==> src/rtl/twm_pkg.sv <==
// Package of constants and types for the two-wire master receiver
package twm_pkg;

    // Register offsets on the plain register port
    localparam logic [1:0] OFF_CTRL = 2'h0;
    localparam logic [1:0] OFF_STAT = 2'h1;
    localparam logic [1:0] OFF_DATA = 2'h2;

    // Values after reset
    localparam logic [7:0] CTRL_RST = 8'h00;
    localparam logic [7:0] DATA_RST = 8'hFF;

    // Status codes, prescaler bits zero
    localparam logic [7:0] SC_START  = 8'h08;
    localparam logic [7:0] SC_RSTART = 8'h10;
    localparam logic [7:0] SC_WA_ACK = 8'h18;
    localparam logic [7:0] SC_WA_NAK = 8'h20;
    localparam logic [7:0] SC_ARB    = 8'h38;
    localparam logic [7:0] SC_RA_ACK = 8'h40;
    localparam logic [7:0] SC_RA_NAK = 8'h48;
    localparam logic [7:0] SC_RD_ACK = 8'h50;
    localparam logic [7:0] SC_RD_NAK = 8'h58;
    localparam logic [7:0] SC_IDLE   = 8'hF8;

    // Bus timing: one quarter of a bit period
    localparam int CLK_NS  = 50;
    localparam int QUAR_NS = 2500;
    localparam int Q_CYC   = (QUAR_NS + CLK_NS - 1) / CLK_NS;

    // Bit engine positions
    localparam logic [3:0] ACK_BIT = 4'h8;
    localparam logic [1:0] PH_LAST = 2'h3;

    // Layout of the bus_control register
    typedef struct packed {
        logic flag;      // step_done_flag
        logic ack_en;    // ack_enable
        logic start;     // start_request
        logic stop;      // stop_request
        logic wcol;      // write_collision_flag
        logic en;        // interface_enable
        logic rsvd;      // Reads as zero
        logic ie;        // interrupt_enable
    } twm_ctrl_t;

    // Sequencer states
    typedef enum logic [4:0] {
        S_IDLE  = 5'b00001,
        S_START = 5'b00010,
        S_BIT   = 5'b00100,
        S_STOP  = 5'b01000,
        S_WAIT  = 5'b10000
    } twm_state_t;

endpackage : twm_pkg

==> src/rtl/twm_master_rx.sv <==
// Two-wire master receiver with register port and open-drain pins
//
// Strobed register access and the placing of the registers were left to the implementer.
module twm_master_rx
    import twm_pkg::*;
#(
    parameter int unsigned QCYC = Q_CYC  // Clock cycles per quarter bit
)(
    input  wire logic       clk_sys,
    input  wire logic       arst_n,
    input  wire logic [1:0] reg_addr,
    input  wire logic [7:0] reg_wdata,
    input  wire logic       reg_wr,
    input  wire logic       reg_rd,
    output logic      [7:0] reg_rdata,
    output logic            irq,
    input  wire logic       scl_i,
    output logic            scl_o,
    output logic            scl_oe,
    input  wire logic       sda_i,
    output logic            sda_o,
    output logic            sda_oe
);

    ////////////////////////////////////////////////////////////////////
    // Declarations
    twm_state_t state_ff, nxt_state;  // Sequencer state
    twm_ctrl_t  ctrl_ff, nxt_ctrl;    // bus_control
    twm_ctrl_t  wctrl;                // Write data as control layout
    logic [1:0] sync1_ff, sync2_ff;   // Pin synchronisers {scl,sda}
    logic [1:0] prev_ff;              // Last synced pin levels
    logic       busy_ff;              // Bus owned by someone
    logic       owner_ff;             // We own the bus
    logic [1:0] ph_ff;                // Quarter within bit
    logic [15:0] cnt_ff;              // Quarter timer
    logic [3:0] bit_ff;               // Bit index, 8 is the ack slot
    logic [7:0] shreg_ff;             // Shift register
    logic       samp_ff;              // Bit sampled in this bit
    logic       addr_ff;              // Current byte is an address
    logic       rd_ff;                // Read direction selected
    logic [7:0] code_ff;              // bus_status code
    logic [1:0] presc_ff;             // Prescaler bits, stored only
    logic [7:0] data_ff;              // bus_data
    logic [7:0] rdata_ff;             // Read data
    logic       scl_oe_ff, sda_oe_ff; // Pin pull-down enables
    logic       nxt_scl_oe, nxt_sda_oe;

    ////////////////////////////////////////////////////////////////////
    // Decoding
    wire        scl_s    = sync2_ff[1];
    wire        sda_s    = sync2_ff[0];
    wire        wr_ctrl  = reg_wr && (reg_addr == OFF_CTRL);
    wire        wr_stat  = reg_wr && (reg_addr == OFF_STAT);
    wire        wr_data  = reg_wr && (reg_addr == OFF_DATA);
    wire        active   = (state_ff == S_START) || (state_ff == S_BIT)
                        || (state_ff == S_STOP);
    // Released clock only counts once the line is high: slaves may stretch
    wire        cnt_en   = scl_oe_ff || scl_s;
    // A START from an unowned bus waits for the bus to go free
    wire        start_ok = (state_ff != S_START) || owner_ff || !busy_ff;
    wire        run      = active && cnt_en && start_ok;
    wire        tick     = run && (cnt_ff == 16'(QCYC - 1));
    wire        ph_end   = tick && (ph_ff == PH_LAST);
    wire        fresh    = (ph_ff == 2'h0) && (cnt_ff == 16'h0000);
    wire        in_ack   = (bit_ff == ACK_BIT);
    // Slots where this end drives the data line
    wire        own_bit  = addr_ff ? !in_ack : in_ack;
    // Address bits from the shifter, ack slot low when ack_enable set
    wire        tx_one   = addr_ff ? shreg_ff[7] : !ctrl_ff.ack_en;
    wire        send_one = own_bit ? tx_one : 1'b1;
    wire        samp_now = (state_ff == S_BIT) && tick && (ph_ff == 2'h2);
    // Released our line but it reads low: someone else won
    wire        arb_lost = samp_now && own_bit && send_one && !sda_s;
    wire        bit_end  = (state_ff == S_BIT) && ph_end && in_ack;
    wire        strt_end = (state_ff == S_START) && ph_end;
    wire        stop_end = (state_ff == S_STOP) && ph_end;
    wire        flag_set = bit_end || arb_lost || strt_end;
    wire        go       = (state_ff == S_WAIT) && !ctrl_ff.flag;
    wire        is_addr  = (code_ff == SC_START) || (code_ff == SC_RSTART);
    wire        is_rx    = (code_ff == SC_RA_ACK) || (code_ff == SC_RD_ACK);
    wire        is_arb   = (code_ff == SC_ARB);
    wire        ld_addr  = go && is_addr;
    wire        rx_data  = bit_end && !addr_ff;
    wire [7:0]  stat_rd  = {code_ff[7:3], 1'b0, presc_ff};
    wire [7:0]  rd_mux   = (reg_addr == OFF_CTRL) ? ctrl_ff  :
                           (reg_addr == OFF_STAT) ? stat_rd  :
                           (reg_addr == OFF_DATA) ? data_ff  : 8'h00;

    assign wctrl     = twm_ctrl_t'(reg_wdata);
    assign reg_rdata = rdata_ff;
    assign irq       = ctrl_ff.flag && ctrl_ff.ie;
    assign scl_o     = 1'b0;
    assign sda_o     = 1'b0;
    assign scl_oe    = scl_oe_ff;
    assign sda_oe    = sda_oe_ff;

    ////////////////////////////////////////////////////////////////////
    // Next state
    always_comb begin
        nxt_state = state_ff;
        unique case (state_ff)
            S_IDLE: begin
                // Master work only ever opens with a START
                if (ctrl_ff.start && !ctrl_ff.flag) begin
                    nxt_state = S_START;
                end
            end
            S_START: begin
                if (strt_end) begin
                    nxt_state = S_WAIT;
                end
            end
            S_BIT: begin
                if (arb_lost || bit_end) begin
                    nxt_state = S_WAIT;
                end
            end
            S_STOP: begin
                // Stop followed straight by a start when both asked
                if (stop_end) begin
                    nxt_state = ctrl_ff.start ? S_START : S_IDLE;
                end
            end
            S_WAIT: begin
                if (go) begin
                    if (is_addr) begin
                        nxt_state = S_BIT;
                    end else if (is_arb) begin
                        nxt_state = ctrl_ff.start ? S_START : S_IDLE;
                    end else if (ctrl_ff.stop) begin
                        nxt_state = S_STOP;
                    end else if (ctrl_ff.start) begin
                        nxt_state = S_START;
                    end else if (is_rx) begin
                        nxt_state = S_BIT;
                    end else begin
                        // No transmit data path here: end the frame
                        nxt_state = S_STOP;
                    end
                end
            end
        endcase
        if (!ctrl_ff.en) begin
            nxt_state = S_IDLE;
        end
    end

    ////////////////////////////////////////////////////////////////////
    // Pin drive, data changes are held one cycle past a clock edge
    always_comb begin
        nxt_scl_oe = 1'b0;
        nxt_sda_oe = 1'b0;
        unique case (state_ff)
            S_IDLE: begin
                nxt_scl_oe = 1'b0;
                nxt_sda_oe = 1'b0;
            end
            S_START: begin
                nxt_scl_oe = owner_ff && (ph_ff == 2'h0);
                nxt_sda_oe = fresh ? sda_oe_ff : ph_ff[1];
            end
            S_BIT: begin
                nxt_scl_oe = !ph_ff[1];
                nxt_sda_oe = fresh ? sda_oe_ff : !send_one;
            end
            S_STOP: begin
                nxt_scl_oe = !ph_ff[1];
                nxt_sda_oe = fresh ? sda_oe_ff : (ph_ff != PH_LAST);
            end
            S_WAIT: begin
                // Clock held low while software handles the step, if we still own the bus
                nxt_scl_oe = owner_ff;
                nxt_sda_oe = sda_oe_ff && owner_ff;
            end
        endcase
        if (arb_lost || !ctrl_ff.en) begin
            nxt_scl_oe = 1'b0;
            nxt_sda_oe = 1'b0;
        end
    end

    ////////////////////////////////////////////////////////////////////
    // Control register; hardware set of the flag wins over a clear
    always_comb begin
        nxt_ctrl = ctrl_ff;
        if (wr_ctrl) begin
            nxt_ctrl      = wctrl;
            nxt_ctrl.flag = ctrl_ff.flag && !wctrl.flag;
            nxt_ctrl.wcol = ctrl_ff.wcol;
            nxt_ctrl.rsvd = 1'b0;
        end
        if (stop_end) begin
            nxt_ctrl.stop = 1'b0;
        end
        if (wr_data) begin
            nxt_ctrl.wcol = !ctrl_ff.flag;
        end
        if (flag_set) begin
            nxt_ctrl.flag = 1'b1;
        end
    end

    ////////////////////////////////////////////////////////////////////
    // Pin synchronisers and bus monitor
    always_ff @(posedge clk_sys or negedge arst_n) begin
        if (!arst_n) begin
            sync1_ff <= 2'h3;
            sync2_ff <= 2'h3;
            prev_ff  <= 2'h3;
        end else begin
            sync1_ff <= {scl_i, sda_i};
            sync2_ff <= sync1_ff;
            prev_ff  <= sync2_ff;
        end
    end

    // Data falling with clock high marks START, rising marks STOP
    always_ff @(posedge clk_sys or negedge arst_n) begin
        if (!arst_n) begin
            busy_ff <= 1'b0;
        end else if (scl_s && prev_ff[1] && prev_ff[0] && !sda_s) begin
            busy_ff <= 1'b1;
        end else if (scl_s && prev_ff[1] && !prev_ff[0] && sda_s) begin
            busy_ff <= 1'b0;
        end
    end

    ////////////////////////////////////////////////////////////////////
    // Registers and pins
    always_ff @(posedge clk_sys or negedge arst_n) begin
        if (!arst_n) begin
            state_ff  <= S_IDLE;
            ctrl_ff   <= twm_ctrl_t'(CTRL_RST);
            scl_oe_ff <= 1'b0;
            sda_oe_ff <= 1'b0;
            rdata_ff  <= 8'h00;
            presc_ff  <= 2'h0;
        end else begin
            state_ff  <= nxt_state;
            ctrl_ff   <= nxt_ctrl;
            scl_oe_ff <= nxt_scl_oe;
            sda_oe_ff <= nxt_sda_oe;
            rdata_ff  <= reg_rd ? rd_mux : 8'h00;
            presc_ff  <= wr_stat ? reg_wdata[1:0] : presc_ff;
        end
    end

    // Data register: software load only while the flag is set
    always_ff @(posedge clk_sys or negedge arst_n) begin
        if (!arst_n) begin
            data_ff <= DATA_RST;
        end else if (rx_data) begin
            data_ff <= shreg_ff;
        end else if (wr_data && ctrl_ff.flag) begin
            data_ff <= reg_wdata;
        end
    end

    ////////////////////////////////////////////////////////////////////
    // Bit engine: four quarters per bit, sample in the third
    always_ff @(posedge clk_sys or negedge arst_n) begin
        if (!arst_n) begin
            cnt_ff   <= 16'h0000;
            ph_ff    <= 2'h0;
            bit_ff   <= 4'h0;
            shreg_ff <= 8'h00;
            samp_ff  <= 1'b1;
            addr_ff  <= 1'b0;
        end else if (nxt_state != state_ff) begin
            cnt_ff   <= 16'h0000;
            ph_ff    <= 2'h0;
            bit_ff   <= 4'h0;
            shreg_ff <= ld_addr ? data_ff : shreg_ff;
            addr_ff  <= ld_addr;
        end else if (tick) begin
            cnt_ff  <= 16'h0000;
            ph_ff   <= ph_ff + 2'h1;
            samp_ff <= samp_now ? sda_s : samp_ff;
            if (ph_ff == PH_LAST) begin
                bit_ff   <= bit_ff + 4'h1;
                shreg_ff <= {shreg_ff[6:0], samp_ff};
            end
        end else if (run) begin
            cnt_ff <= cnt_ff + 16'h0001;
        end
    end

    ////////////////////////////////////////////////////////////////////
    // Status code, direction and ownership
    always_ff @(posedge clk_sys or negedge arst_n) begin
        if (!arst_n) begin
            code_ff  <= SC_IDLE;
            owner_ff <= 1'b0;
            rd_ff    <= 1'b0;
        end else if (!ctrl_ff.en || stop_end) begin
            code_ff  <= SC_IDLE;
            owner_ff <= 1'b0;
        end else if (arb_lost) begin
            code_ff  <= SC_ARB;
            owner_ff <= 1'b0;
        end else if (strt_end) begin
            // Repeated START keeps ownership
            code_ff  <= owner_ff ? SC_RSTART : SC_START;
            owner_ff <= 1'b1;
        end else if (bit_end && addr_ff) begin
            if (rd_ff) begin
                code_ff <= samp_ff ? SC_RA_NAK : SC_RA_ACK;
            end else begin
                code_ff <= samp_ff ? SC_WA_NAK : SC_WA_ACK;
            end
        end else if (rx_data) begin
            code_ff <= ctrl_ff.ack_en ? SC_RD_ACK : SC_RD_NAK;
        end else if (go && is_arb && !ctrl_ff.start) begin
            code_ff <= SC_IDLE;
        end else if (ld_addr) begin
            rd_ff <= data_ff[0];
        end
    end

    ////////////////////////////////////////////////////////////////////
    // Checks
    property p_start_code;
        @(posedge clk_sys) disable iff (!arst_n)
        (strt_end && !owner_ff && ctrl_ff.en) |=> (ctrl_ff.flag && code_ff == SC_START);
    endproperty
    a_start_code: assert property (p_start_code) else $error("no 0x08 after START");

    property p_rstart_code;
        @(posedge clk_sys) disable iff (!arst_n)
        (strt_end && owner_ff && ctrl_ff.en) |=> (owner_ff && code_ff == SC_RSTART);
    endproperty
    a_rstart_code: assert property (p_rstart_code) else $error("bad repeated START");

    property p_flag_clear;
        @(posedge clk_sys) disable iff (!arst_n)
        (wr_ctrl && wctrl.flag && state_ff == S_WAIT) |=> !ctrl_ff.flag;
    endproperty
    a_flag_clear: assert property (p_flag_clear) else $error("flag not cleared");

    property p_stop_clr;
        @(posedge clk_sys) disable iff (!arst_n)
        (stop_end && !wr_ctrl) |=> (!ctrl_ff.stop && !owner_ff);
    endproperty
    a_stop_clr: assert property (p_stop_clr) else $error("stop request kept");

    property p_hold_scl;
        @(posedge clk_sys) disable iff (!arst_n)
        (state_ff == S_WAIT && owner_ff && ctrl_ff.en) [*2] |-> scl_oe;
    endproperty
    a_hold_scl: assert property (p_hold_scl) else $error("clock not held");

    property p_irq_drop;
        @(posedge clk_sys) disable iff (!arst_n)
        (wr_ctrl && wctrl.flag && state_ff == S_WAIT) |=> !irq;
    endproperty
    a_irq_drop: assert property (p_irq_drop) else $error("irq kept");

    property p_raddr_code;
        @(posedge clk_sys) disable iff (!arst_n)
        (bit_end && addr_ff && rd_ff && ctrl_ff.en)
        |=> (ctrl_ff.flag && (code_ff == SC_RA_ACK || code_ff == SC_RA_NAK));
    endproperty
    a_raddr_code: assert property (p_raddr_code) else $error("bad read address code");

    property p_ack_drive;
        @(posedge clk_sys) disable iff (!arst_n)
        (state_ff == S_BIT && !addr_ff && in_ack && ph_ff == 2'h1 && !fresh)
        |=> (sda_oe == ctrl_ff.ack_en);
    endproperty
    a_ack_drive: assert property (p_ack_drive) else $error("wrong ack drive");

    property p_bus_wait;
        @(posedge clk_sys) disable iff (!arst_n)
        (state_ff == S_START && !owner_ff && busy_ff) |=> (cnt_ff == $past(cnt_ff));
    endproperty
    a_bus_wait: assert property (p_bus_wait) else $error("START on busy bus");

    property p_rx_data;
        @(posedge clk_sys) disable iff (!arst_n)
        rx_data |=> (data_ff == $past(shreg_ff) && ctrl_ff.flag);
    endproperty
    a_rx_data: assert property (p_rx_data) else $error("byte not stored");

endmodule : twm_master_rx

==> config.mk <==
export PLATFORM = sky130hd
export DESIGN_NAME = twm_master_rx
export DESIGN_NICKNAME = d
export VERILOG_FILES = /design/src/rtl/twm_pkg.sv /design/src/rtl/twm_master_rx.sv
export SDC_FILE = /design/constraint.sdc
export NUM_CORES = 1
export LEC_CHECK = 0
export ABC_AREA = 1
export BUFFER_PORTS_ARGS = -buffer_cell sky130_fd_sc_hd__buf_2
export CAP_MARGIN = 25
export CORE_ASPECT_RATIO = 0.5
export CORE_MARGIN = 3
export CORE_UTILIZATION = 45
export CTS_CLUSTER_DIAMETER = 100
export DETAILED_ROUTE_END_ITERATION = 8
export PLACE_DENSITY = 0.68
export SKIP_LAST_GASP = 1
export SLEW_MARGIN = 25
export SYNTH_ARGS = -nofsm -noshare
export SYNTH_HDL_FRONTEND = slang
export SYNTH_SLANG_ARGS = --single-unit
==> constraint.sdc <==
create_clock -name clk_sys -period 2.5 [get_ports clk_sys]
set_clock_uncertainty 0.2 [all_clocks]
set_input_delay 0.25 -clock clk_sys [delete_from_list [all_inputs] [get_ports clk_sys]]
set_output_delay 0.25 -clock clk_sys [all_outputs]
set_load 0.01 [all_outputs]
==> metrics.txt <==
post-DP HPWL 8.83 mm; Num CTS Buffers 9; input/output buffers 26; relative slew slack 0.507; final number of setup-violating endpoints 32; register area 1980 um^2; run status complete, but fails checks; DP Cell Count 832; Placer Congestion 0.881; Hold WS 0.0235 ns; die area 11700 um^2; crit path time final 2.70 ns; core area 9760 um^2; final total power 4.07 mW; htree depth 3; f_max 0.371 GHz; row count 25; CP Capture Type flop; Via Count 4488; #FFs+latches synth 78; grt ovf 0; Reg clk slew, reported paths 0.07 ns; Seq/Total Area, Yosys 0.424; Final Hold Violating Endpoints 0; Max Root-Sink Buffers 2; Critical Path AT 2.79 ns; Worst Tran Pin Value 0.733 ns; critical path type flop to flop; Critical Path RT 2.59 ns; final net count 766; Clock Sinks 78; post-layout util 0.668; worst setup slack after layout -0.198 ns; # DRC 0; maximum VDD drop 0.360 mV; count of flip-flops with a built-in enable after synthesis 0; syn_area_per_cell 7.80 um^2; leading area contributor after synthesis dfrtp_1; WL final 12.6 mm; multi-input logic area 2550 um^2; HP Class input port to flop; CTS tree done; Critical Path Source Type flop; dominant synthesized flop cell dfrtp_1; RSZ-0062 raised after global routing yes; Max-Cap Viols 0; Top Ports 29; Post-Layout Cell Count 880; part of the cycle the worst path needs 1.08; Syn Inst Count 598; Pre-antenna DRT Iters 5; violated checks setup timing; top area cells in the synthesized netlist dfrtp_1 31%, dfstp_2 12%, nand2_1 11%; remaining antenna violation count 0; average wire per standard cell 14.4 um; clk root buf clkbuf_16; area grow syn2layout 39.8%; count of cell types in the netlist 43; final-report max-slew violation count 0; Skew-Pair Late Insertion Delay 0.34 ns; Diodes inserted 0; synthesized area 4670 um^2; synth cell count leaders 135 x nand2_1, 91 x inv_1, 67 x nand3_1, 58 x nor2_1, 57 x dfrtp_1; leakage 3.22 nW; fill count 756; CP Max Fanout 6; largest net degree at the start of global routing 45; post-synth top area share 0.306; first-pass GRT wire length 20.3 mm; die height 78 um; number of global-route vias before repair 4292; share of cells above drive strength 1 0.387; count leader, synth nand2_1; die width 150 um; Starting Density 0.478; pwr/cell area 624 nW/um^2; Synth async-reset ratio 1.00; Ys Warns 0; All-Layer GR Usage 0.217; Vias/cell 5.10; Iter 0 DRT Violations 271; antenna violations before repair 0; dpl ws -0.280 ns
final cells by class:
class / count / area share
Sequential cell: 78 / 0.304
Clock buffer: 9 / 0.0345
Inverter: 103 / 0.0620
Timing Repair Buffer: 139 / 0.174
Tap cell: 135 / 0.0259
Clock inverter: 7 / 0.00863
Multi-Input combinational cell: 409 / 0.391
where the power goes:
part / switching [mW] / internal [mW]
Combinational: 0.747 / 0.581
Sequential: 0.0852 / 1.41
Clock: 0.561 / 0.686
layer usage:
| layer | share of wire | wire (um) | vias to the layer above | track usage |
|---|---|---|---|---|
| met5 | 0 | 0 | - | 0 |
| met4 | 0.014 | 172 | 0 | 0.0703 |
| met3 | 0.051 | 641 | 15 | 0.0426 |
| met2 | 0.47 | 5910 | 121 | 0.353 |
| met1 | 0.47 | 5910 | 2153 | 0.292 |
| li1 | - | - | 2199 | - |
cells in the final DEF (no fill, tap or decap), types with 10 or more instances in the layout:
| master | netlist | final |
|---|---|---|
| nor2_1 | 58 | 48 |
| clkbuf_16 | 0 | 10 |
| o21ai_0 | 21 | 20 |
| a21oi_1 | 12 | 11 |
| dfstp_2 | 21 | 21 |
| nand2_2 | 4 | 25 |
| buf_2 | 0 | 25 |
| o211ai_1 | 11 | 11 |
| inv_1 | 91 | 85 |
| nor2_4 | 6 | 17 |
| nand2_1 | 135 | 111 |
| o21ai_2 | 10 | 12 |
| dlygate4sd3_1 | 0 | 12 |
| nand3_2 | 5 | 18 |
| buf_4 | 4 | 90 |
| dfrtp_1 | 57 | 54 |
| inv_2 | 11 | 15 |
| nand3_1 | 67 | 54 |
| xor2_1 | 12 | 12 |
flip-flops by register name (all words and copies together) (netlist names), 4 cells and up:
register   cells
bit_ff         4
ctrl_ff        7
code_ff        5
shreg_ff       8
reg_rdata      8
data_ff        8
state_ff       5
cnt_ff        16
path summary, 6_finish.rpt:
kind / from / endpoint / slack, ns / depth (start not counted)
max reg2reg: state_ff[0] / samp_ff / -0.20 / 19
max: state_ff[0] / samp_ff / -0.20 / 19
min reg2reg: sync1_ff[1] / sync2_ff[1] / 0.16 / 0
max in group asynchronous: arst_n / state_ff[0] / 1.23 / 3
min: reg_addr[1] / reg_rdata[2] / 0.02 / 4
min in group asynchronous: arst_n / shreg_ff[4] / 0.20 / 2
metrics by stage:
| step | setup TNS, ns | area, um^2 |
|---|---|---|
| finish | -5.03 | 6520 |
| global route | -11.38 | 6520 |
| CTS | -4.25 | 6170 |
| detailed placement | -7.11 | 5560 |
| global placement | -6.49 | 5560 |
| floorplan | -1.11 | 4680 |
critical path, stage by stage, from the launching register on:
cell and delay (ns):
dfstp_2 0.57, nor2_2 0.07, nand3_4 0.11, nand3_4 0.15, nor2_4 0.14, inv_2 0.08, o21ai_0 0.09, inv_1 0.07
nand3_1 0.12, nand2_1 0.09, nand2_1 0.08, nand3_2 0.14, nor2_8 0.17, nand2_8 0.11, clkinv_8 0.09, buf_12 0.13
nand2_4 0.04, nand2_2 0.08, nand2_1 0.05, inv_1 0.05
repair_timing:
| item | CTS | global route |
|---|---|---|
| endpoints found under the hold margin | 46 | 0 |
| endpoints found under the setup margin | 32 | 45 |
| setup buffers | 9 | 8 |
| pin swaps | 13 | 35 |
| hold buffers | 12 | 0 |
| cloned | 2 | 1 |
| gates resized for setup | 19 | 78 |
kinds of logic after synthesis:
logic type | after synthesis | share of synthesized area
other | 1 | 0.000804
muxes | 1 | 0.00241
DFF | 78 | 0.424
xor gates and xnor gates | 13 | 0.0284
and+or+nand+nor | 311 | 0.326
buffers and inverters | 113 | 0.0963
AOI/OAI and AO/OA | 71 | 0.0949
adders and majority gates | 10 | 0.0268
Note: power is estimated with default switching activity, not from simulation.
